--- src/hdl/rscg_pkg.sv ---
// Package of constants and carrier types for the reset, strap and configuration loader
package rscg_pkg;

	////////////////////////////////////////////////////////////////////////////
	// Timing
	localparam int CLK_HZ = 25000000;
	localparam int STRAP_HOLD_MS = 50;
	localparam int STRAP_HOLD_CYCLES = (STRAP_HOLD_MS * (CLK_HZ / 1000));
	localparam int STRAP_CNT_W = 21;

	////////////////////////////////////////////////////////////////////////////
	// Configuration store
	localparam int STORE_DEPTH = 253;
	localparam logic [7:0] STORE_LAST_IDX = 8'hFC;
	localparam logic [7:0] STORE_RST_VAL = 8'h00;
	localparam logic [7:0] OUT_EN_IDX = 8'h40;
	localparam logic [7:0] GPIO_CFG_BASE_IDX = 8'hE0;
	localparam int GPIO_FUNC_MSB = 6;

	////////////////////////////////////////////////////////////////////////////
	// Pin function codes
	localparam logic [6:0] FUNC_PLAIN_INPUT = 7'h00;
	localparam logic [6:0] FUNC_HOST_IRQ = 7'h01;
	localparam logic [6:0] FUNC_SIG_ABSENT_BASE = 7'h10;
	localparam int FUNC_SIG_ABSENT_STEP = 4;
	localparam int NUM_REFS = 4;

	////////////////////////////////////////////////////////////////////////////
	// Straps
	localparam logic [1:0] MCLK_SEL_24M576 = 2'h3;
	localparam int TEST_ENABLE_PIN = 2;

	////////////////////////////////////////////////////////////////////////////
	// APB map: store register i sits at byte 4*i
	localparam logic [11:0] IRQ_STATUS_ADDR = 12'h400;
	localparam logic [11:0] IRQ_MASK_ADDR = 12'h404;
	localparam logic [11:0] STRAP_STAT_ADDR = 12'h408;
	localparam logic [7:0] IRQ_MASK_RST = 8'h00;

	// Interrupt status bit positions
	localparam int IRQ_SIG_ABSENT_LSB = 0;
	localparam int IRQ_LOAD_DONE = 4;
	localparam int IRQ_STRAP_DONE = 5;
	localparam int IRQ_MCLK_RSVD = 6;
	localparam int IRQ_HOST_WRITE = 7;

	////////////////////////////////////////////////////////////////////////////
	// Types
	typedef enum logic [1:0] {
		LD_FETCH = 2'b00,
		LD_LAST = 2'b01,
		LD_RUN = 2'b11
	} rscg_ld_state_t;

	typedef struct packed {
		logic psel;
		logic penable;
		logic pwrite;
		logic [11:0] paddr;
		logic [31:0] pwdata;
	} rscg_apb_req_t;

	typedef struct packed {
		logic pready;
		logic pslverr;
		logic [31:0] prdata;
	} rscg_apb_rsp_t;

endpackage

--- src/hdl/rscg_top.sv ---
// Reset, strap sampling, configuration store loader and pin function map
//
// Functional notes
// - After reset release the device runs from its defined default configuration.
// - After 50 ms the strap pins become ordinary general purpose pins.
// - All clock outputs come up disabled unless the image or software enables them, or a high pin 2 enables the first.
// - High level on pin 2 enables the first differential output without software while pin 2 has function code 0x00.
// - Configuration store holds 253 byte-wide registers.
// - Store values come from defaults, one-time-programmable image or host writes.
// - At power-up the one-time-programmable image is copied into the store when otp_custom is high.
// - Host rewrites store while running and new settings take effect.
// - Pin control function is chosen by bits 6:0 of its configuration register.
// - Function code 0x00 makes the pin a plain input with no function, except on pin 2, where it enables the first output.
// - Codes 0x10,0x14,0x18,0x1C make the pin a signal-loss input for refs 0-3.
// - Pin set as host interrupt output flags device status changes.
// - Pins 1:0 at start-up pick master clock; 3 means 24.576 MHz, others reserved.
//
// The placing of the registers and the APB slave port are this design's own decisions.
`timescale 1ns/1ps

module rscg_top
	import rscg_pkg::*;
#(
	parameter int STRAP_CYCLES = STRAP_HOLD_CYCLES,
	parameter int NUM_GPIO = 6
) (
	// Clock and synchronous reset (inverted power reset)
	input wire logic ref_clk,
	input wire logic rst,
	// Register bus
	input wire rscg_pkg::rscg_apb_req_t apb_req,
	output rscg_pkg::rscg_apb_rsp_t apb_rsp,
	// Image memory read port, data valid in the cycle the address is shown
	input wire logic otp_custom,
	output logic [7:0] otp_addr,
	input wire logic [7:0] otp_rdata,
	// General purpose pins
	input wire logic [NUM_GPIO-1:0] gpio_in,
	output logic [NUM_GPIO-1:0] gpio_out,
	output logic [NUM_GPIO-1:0] gpio_oe,
	// Block outputs
	output logic [7:0] first_hp_diff_output,
	output logic [NUM_REFS-1:0] signal_absent_flag,
	output logic config_ready,
	output logic strap_window,
	output logic [NUM_GPIO-1:0] strap_bits,
	output logic mclk_valid,
	output logic irq
);
	import rscg_pkg::*;

	////////////////////////////////////////////////////////////////////////////
	// Functions

	// Built-in default value of one store register
	function automatic logic [7:0] default_value(input logic [7:0] idx);
		default_value = (idx == OUT_EN_IDX) ? STORE_RST_VAL : STORE_RST_VAL;
	endfunction

	// Pin function code of a pin from the store
	function automatic logic [6:0] pin_func(input logic [7:0] cfg);
		pin_func = cfg[GPIO_FUNC_MSB:0];
	endfunction

	////////////////////////////////////////////////////////////////////////////
	// State

	logic [7:0] store [0:STORE_DEPTH-1];
	rscg_ld_state_t ld_state, next_ld_state;
	logic [7:0] ld_idx, next_ld_idx;
	logic [7:0] next_otp_addr;
	logic ld_wr, next_ld_wr;
	logic [STRAP_CNT_W-1:0] strap_cnt, next_strap_cnt;
	logic next_strap_window;
	logic [NUM_GPIO-1:0] next_strap_bits;
	logic next_mclk_valid;
	logic [7:0] irq_status, next_irq_status;
	logic [7:0] irq_mask, next_irq_mask;
	logic [7:0] next_first_hp_diff_output;
	logic [NUM_REFS-1:0] next_signal_absent_flag;
	logic [NUM_GPIO-1:0] next_gpio_out, next_gpio_oe;
	logic [31:0] prdata_q, next_prdata;
	logic running;
	logic acc, host_wr, store_hit, own_hit;
	logic [7:0] host_idx;
	logic [7:0] ld_src;
	logic [7:0] irq_set;

	assign running = (ld_state == LD_RUN);

	////////////////////////////////////////////////////////////////////////////
	// Loader: fills the store from image or defaults after reset
	// The byte shown on otp_addr is stored at the following edge
	always_comb begin
		next_ld_state = ld_state;
		next_ld_idx = ld_idx;
		next_otp_addr = otp_addr;
		next_ld_wr = 1'b0;
		case (ld_state)
			LD_FETCH: begin
				next_otp_addr = ld_idx;
				next_ld_wr = 1'b1;
				next_ld_idx = ld_idx + 8'h01;
				if (ld_idx == STORE_LAST_IDX) begin
					next_ld_state = LD_LAST;
				end
			end
			LD_LAST: begin
				next_ld_state = LD_RUN;
			end
			LD_RUN: begin
				next_ld_state = LD_RUN;
			end
			default: begin
				next_ld_state = LD_FETCH;
			end
		endcase
	end

	always_ff @(posedge ref_clk) begin
		if (rst) begin
			ld_state <= LD_FETCH;
			ld_idx <= 8'h00;
			otp_addr <= 8'h00;
			ld_wr <= 1'b0;
		end else begin
			ld_state <= next_ld_state;
			ld_idx <= next_ld_idx;
			otp_addr <= next_otp_addr;
			ld_wr <= next_ld_wr;
		end
	end

	////////////////////////////////////////////////////////////////////////////
	// Store writes: loader first, then host
	assign acc = apb_req.psel && apb_req.penable;
	assign host_idx = apb_req.paddr[9:2];
	// Indices 253 to 255 lie outside the store and answer with an error
	assign store_hit = (apb_req.paddr[11:10] == 2'b00) && (host_idx <= STORE_LAST_IDX);
	assign own_hit = (apb_req.paddr == IRQ_STATUS_ADDR) || (apb_req.paddr == IRQ_MASK_ADDR) ||
		(apb_req.paddr == STRAP_STAT_ADDR);
	assign host_wr = acc && running && apb_req.pwrite && store_hit;
	assign ld_src = otp_custom ? otp_rdata : default_value(otp_addr);

	always_ff @(posedge ref_clk) begin
		// Loader writes first; host writes are held off until it finishes
		if (ld_wr) begin
			store[otp_addr] <= ld_src;
		end else if (host_wr) begin
			store[host_idx] <= apb_req.pwdata[7:0];
		end
	end

	////////////////////////////////////////////////////////////////////////////
	// Strap window: counts the hold time and latches straps once at its end
	always_comb begin
		next_strap_cnt = strap_cnt;
		next_strap_window = strap_window;
		next_strap_bits = strap_bits;
		next_mclk_valid = mclk_valid;
		// Counting stops once the window closes, so the counter never wraps
		if (strap_window) begin
			next_strap_cnt = strap_cnt + 1'b1;
			if (strap_cnt == STRAP_CNT_W'(STRAP_CYCLES - 1)) begin
				next_strap_window = 1'b0;
				next_strap_bits = gpio_in;
				next_mclk_valid = (gpio_in[1:0] == MCLK_SEL_24M576);
			end
		end
	end

	always_ff @(posedge ref_clk) begin
		if (rst) begin
			strap_cnt <= '0;
			strap_window <= 1'b1;
			strap_bits <= '0;
			mclk_valid <= 1'b0;
		end else begin
			strap_cnt <= next_strap_cnt;
			strap_window <= next_strap_window;
			strap_bits <= next_strap_bits;
			mclk_valid <= next_mclk_valid;
		end
	end

	////////////////////////////////////////////////////////////////////////////
	// Pin functions, output enables and signal-loss inputs
	always_comb begin
		logic [6:0] f;
		logic pin2_en;
		f = FUNC_PLAIN_INPUT;
		pin2_en = 1'b0;
		next_signal_absent_flag = '0;
		next_gpio_out = '0;
		next_gpio_oe = '0;
		next_first_hp_diff_output = '0;
		if (running) begin
			for (int i = 0; i < NUM_GPIO; i++) begin
				// Bit 7 of a pin register takes no part in the decode
				f = pin_func(store[GPIO_CFG_BASE_IDX + 8'(i)]);
				// Straps stay inputs until the window closes
				if (!strap_window) begin
					for (int r = 0; r < NUM_REFS; r++) begin
						if (f == FUNC_SIG_ABSENT_BASE + 7'(r * FUNC_SIG_ABSENT_STEP)) begin
							next_signal_absent_flag[r] = next_signal_absent_flag[r] | gpio_in[i];
						end
					end
					if (f == FUNC_HOST_IRQ) begin
						next_gpio_out[i] = irq;
						next_gpio_oe[i] = 1'b1;
					end
				end
				if (i == TEST_ENABLE_PIN && f == FUNC_PLAIN_INPUT) begin
					pin2_en = gpio_in[i];
				end
			end
			next_first_hp_diff_output = store[OUT_EN_IDX];
			next_first_hp_diff_output[0] = store[OUT_EN_IDX][0] | pin2_en;
		end
	end

	always_ff @(posedge ref_clk) begin
		if (rst) begin
			signal_absent_flag <= '0;
			gpio_out <= '0;
			gpio_oe <= '0;
			first_hp_diff_output <= '0;
			config_ready <= 1'b0;
		end else begin
			signal_absent_flag <= next_signal_absent_flag;
			gpio_out <= next_gpio_out;
			gpio_oe <= next_gpio_oe;
			first_hp_diff_output <= next_first_hp_diff_output;
			config_ready <= running;
		end
	end

	////////////////////////////////////////////////////////////////////////////
	// Interrupt status: sticky, write one to clear, set wins over clear
	always_comb begin
		// Signal-loss bits catch rising edges, so a steady fault flags once
		irq_set = '0;
		irq_set[IRQ_SIG_ABSENT_LSB +: NUM_REFS] = next_signal_absent_flag & ~signal_absent_flag;
		irq_set[IRQ_LOAD_DONE] = running && !config_ready;
		irq_set[IRQ_STRAP_DONE] = strap_window && !next_strap_window;
		irq_set[IRQ_MCLK_RSVD] = strap_window && !next_strap_window && !next_mclk_valid;
		irq_set[IRQ_HOST_WRITE] = host_wr;
		next_irq_status = irq_status;
		next_irq_mask = irq_mask;
		if (acc && running && apb_req.pwrite && apb_req.paddr == IRQ_STATUS_ADDR) begin
			next_irq_status = irq_status & ~apb_req.pwdata[7:0];
		end
		if (acc && running && apb_req.pwrite && apb_req.paddr == IRQ_MASK_ADDR) begin
			next_irq_mask = apb_req.pwdata[7:0];
		end
		next_irq_status = next_irq_status | irq_set;
	end

	always_ff @(posedge ref_clk) begin
		if (rst) begin
			irq_status <= '0;
			irq_mask <= IRQ_MASK_RST;
			irq <= 1'b0;
		end else begin
			irq_status <= next_irq_status;
			irq_mask <= next_irq_mask;
			irq <= |(next_irq_status & next_irq_mask);
		end
	end

	////////////////////////////////////////////////////////////////////////////
	// APB read data, sampled every selected cycle
	always_comb begin
		next_prdata = '0;
		if (store_hit) begin
			next_prdata = {24'h000000, store[host_idx]};
		end else if (apb_req.paddr == IRQ_STATUS_ADDR) begin
			next_prdata = {24'h000000, irq_status};
		end else if (apb_req.paddr == IRQ_MASK_ADDR) begin
			next_prdata = {24'h000000, irq_mask};
		end else if (apb_req.paddr == STRAP_STAT_ADDR) begin
			// Status byte: b7 clock select valid, b6 window open, low bits straps
			next_prdata = 32'({mclk_valid, strap_window, strap_bits});
		end
	end

	always_ff @(posedge ref_clk) begin
		if (rst) begin
			prdata_q <= '0;
		end else if (apb_req.psel) begin
			prdata_q <= next_prdata;
		end
	end

	// Bus answer: held off while the loader runs
	always_comb begin
		apb_rsp.pready = acc && running;
		apb_rsp.pslverr = acc && running && !(store_hit || own_hit);
		apb_rsp.prdata = prdata_q;
	end

endmodule

--- config.mk ---
export PLATFORM = sky130hd
export DESIGN_NAME = rscg_top
export DESIGN_NICKNAME = d
export VERILOG_FILES = /design/src/hdl/rscg_pkg.sv /design/src/hdl/rscg_top.sv
export SDC_FILE = /design/constraint.sdc
export NUM_CORES = 2
export LEC_CHECK = 0
export BUFFER_PORTS_ARGS = -buffer_cell sky130_fd_sc_hd__buf_2
export CORE_AREA = 2 2 415 417
export DETAILED_ROUTE_END_ITERATION = 8
export DIE_AREA = 0 0 417 419
export HOLD_SLACK_MARGIN = 0.08
export PLACE_DENSITY = 0.62
export RECOVER_POWER = 100
export SYNTH_ARGS = -nofsm -noshare
export SYNTH_HDL_FRONTEND = slang
export SYNTH_SLANG_ARGS = --single-unit
--- constraint.sdc ---
create_clock -name ref_clk -period 19.1 [get_ports ref_clk]
set_input_delay 2.865 -clock ref_clk [delete_from_list [all_inputs] [get_ports ref_clk]]
set_output_delay 2.865 -clock ref_clk [all_outputs]
set_load 0.01 [all_outputs]
==> reports/metrics.yaml <==
die_x_um: 417
drc: 0
fmax_mhz: 82.6
path_max_fanout: 97
slew_viol_final: 813
antenna_found_initial: 11
clkTransAtPathRegs_ns: 0.06
crit_type: "in -> reg"
cpMostUsedCell: "clkbuf_1"
cts_root_buffer: "clkbuf_16"
syn_to_final_growth_pct: 10.8
critPathRequiredTime_ns: 19.59
rows: 152
swShare: 0.221
setup_violations: 0
finClkSkew_ns: 0.0350
io_pins: 140
drv_cap: 17
clockBufferDepth: 3
grt_pass1_wl_mm: 330
synth_area_um2: 84700
wl_per_cell_um: 33.9
post-route-min-period_ns: 12.10
relSlewSlack: -2.23
cts_setup_buffers: 0
synth_area_leaders: "edfxtp_1 73%, mux4_2 12%, mux2i_1 2.5%, dfxtp_1 2.3%, nor2_1 1.6%"
outcome: "finished, violations left"
htreeDepth: 4
crit_slowest_cell: "clkbuf_1"
async_flop_share: 0
hp-class: "reg -> reg"
fin_nets: 4588
rsz0062_at_grt: "false"
grt_pass1_vias: 43300
cts_hold_buf: 0
fin_setup_tns_ns: 0
wirelength_mm: 235
numCtsBuffers: 210
switchingPower_mw: 2.13
p_seq_frac: 0.536
p_leak_nw: 29.7
comb_power_share: 0.051
start_util: 0.496
crit_chain: "buf_2, clkbuf_1, nand3_1, o31ai_1, nor3_1, o21ai_4, clkbuf_1, buf_4"
violations: "capacitance limit, slew limit"
grt-ovfl-total: 0
gp_congestion: 0.865
drt-initial-drc-count: 6275
synthTopCellsByCount: "2048 x edfxtp_1, 450 x mux4_2, 361 x nor2_1, 215 x nand2_1, 208 x mux2i_1"
cts.sinks: 2146
vias_per_cell: 6.43
cellPowerDensity_nw_per_um2: 103
grtUsageTotal: 0.270
yosysSeqAreaShare: 0.749
cp_data_arrival_time_ns: 12.59
yosys_warnings: 0
firstDrtPassIters: 6
critPathMaxStageDelay_ns: 3.36
netlist.area_leader.share: 0.726
period_share: 0.634
ant_nets: 0
yosysTopAreaCell: "edfxtp_1"
p_total_mw: 9.63
max-vdd-ir-drop_mv: 0.0912
syn_inst: 4363
p_int_mw: 7.50
synth_flop_cell: "edfxtp_1"
synth_edf_count: 2048
io_buffers: 91
cts_tree: "yes"
hold_violations: 0
drive_above_1_share: 0.196
ys_ff_latch: 2146
clock_latency_ns: 0.85
synth_area_per_cell_um2: 19.4
die_h_um: 419
power_frac_clock: 0.412
start_kind: "input port"
vias: 44600
worstMarginPinSlew_ns: 4.85
synth.most_common_cell: "edfxtp_1"
dieArea_um2: 175000
synthDistinctLibCells: 86
grt_max_degree: 233
core_um2: 171000
cts_resized: 0
dp_hpwl_mm: 139
n_fill_cell: 13000
end_kind: "flip-flop"
final timing paths:
path	start	endpoint	slack (ns)	cells after the start
hold / removal	ld_idx[7]	otp_addr[7]	0.49	2
hold reg to reg	ld_idx[7]	otp_addr[7]	0.49	2
setup / recovery	apb_req[39]	store[178][4]	7.00	8
setup reg to reg	ld_state[0]	store[178][4]	10.54	7
registers in the layout, indices dropped and copies added, names as in the netlist, 8 cells and up:
signal / count
irq_mask: 8
first_hp_diff_output: 8
store: 2048
strap_cnt: 21
irq_status: 8
otp_addr: 8
prdata_q: 8
ld_idx: 8
stage by stage:
stage	setup slack, ns	instances	instance area (um^2)	hold slack, ns	util
2_1_floorplan	2.83	4386	84800	0.443	-
3_3_place_gp	10.86	6542	87400	0.473	0.513
3_5_place_dp	10.73	6542	87400	0.474	0.513
4_1_cts	11.10	6940	94000	0.483	0.551
5_1_grt	6.78	6940	93800	0.509	0.550
6_report	7.00	6945	93900	0.487	0.550
power groups by stage:
| stage | clock network (mW) | registers (mW) | logic (mW) |
|---|---|---|---|
| finish | 3.97 | 5.16 | 0.496 |
| global route | 4.19 | 5.16 | 0.512 |
| CTS | 4.01 | 5.16 | 0.492 |
| detailed placement | 0 | 5.26 | 0.491 |
| global placement | 0 | 5.26 | 0.485 |
| floorplan | 0 | 5.31 | 0.291 |
per-layer routing:
metal  wire, um  vias to the layer above  share of wire  GRT usage
li1           -                    18100              -          -
met1      93000                    23600           0.40      0.383
met2     108000                     2505           0.46      0.409
met3      24300                      411           0.10     0.0598
met4       9770                        2          0.042      0.108
met5         11                        -       0.000047          0
area by class of cell:
| type | instances | area, um^2 | area share |
|---|---|---|---|
| Antenna cell | 5 | 12.5 | 0.000133 |
| Clock buffer | 270 | 5660 | 0.0603 |
| Clock inverter | 128 | 921 | 0.00981 |
| Inverter | 18 | 72.6 | 0.000773 |
| Multi-Input combinational cell | 1951 | 19700 | 0.210 |
| Sequential cell | 2146 | 63500 | 0.676 |
| Tap cell | 2233 | 2790 | 0.0298 |
| Timing Repair Buffer | 194 | 1230 | 0.0131 |
critical path, delay by kind of cell:
family                 cells  cell delay, ns
AOI/OAI and AO/OA          2            1.92
buffers and inverters      4            5.62
and+or+nand+nor            2            1.97
logic make-up after synthesis:
logic type	after synthesis	share of synthesized area
xor+xnor	21	0.00217
simple gates	801	0.0425
buf+inv	289	0.0203
flops	2146	0.749
other cells	1	0.0000443
fa+ha+maj	3	0.000443
compound gates	417	0.0346
mux	685	0.151
cell usage in the layout (no fill, tap or decap), types with 62 or more instances in the layout:
cell and count:
edfxtp_1 2048, nand2_1 204, a22oi_1 78, nor2_1 357
dfxtp_1 98, clkbuf_1 113, o21ai_0 63, a21oi_1 63
mux4_2 450, mux2i_1 208, buf_4 83, clkbuf_16 213
clkinv_1 62
No activity file was read; power rests on OpenSTA's default activity.
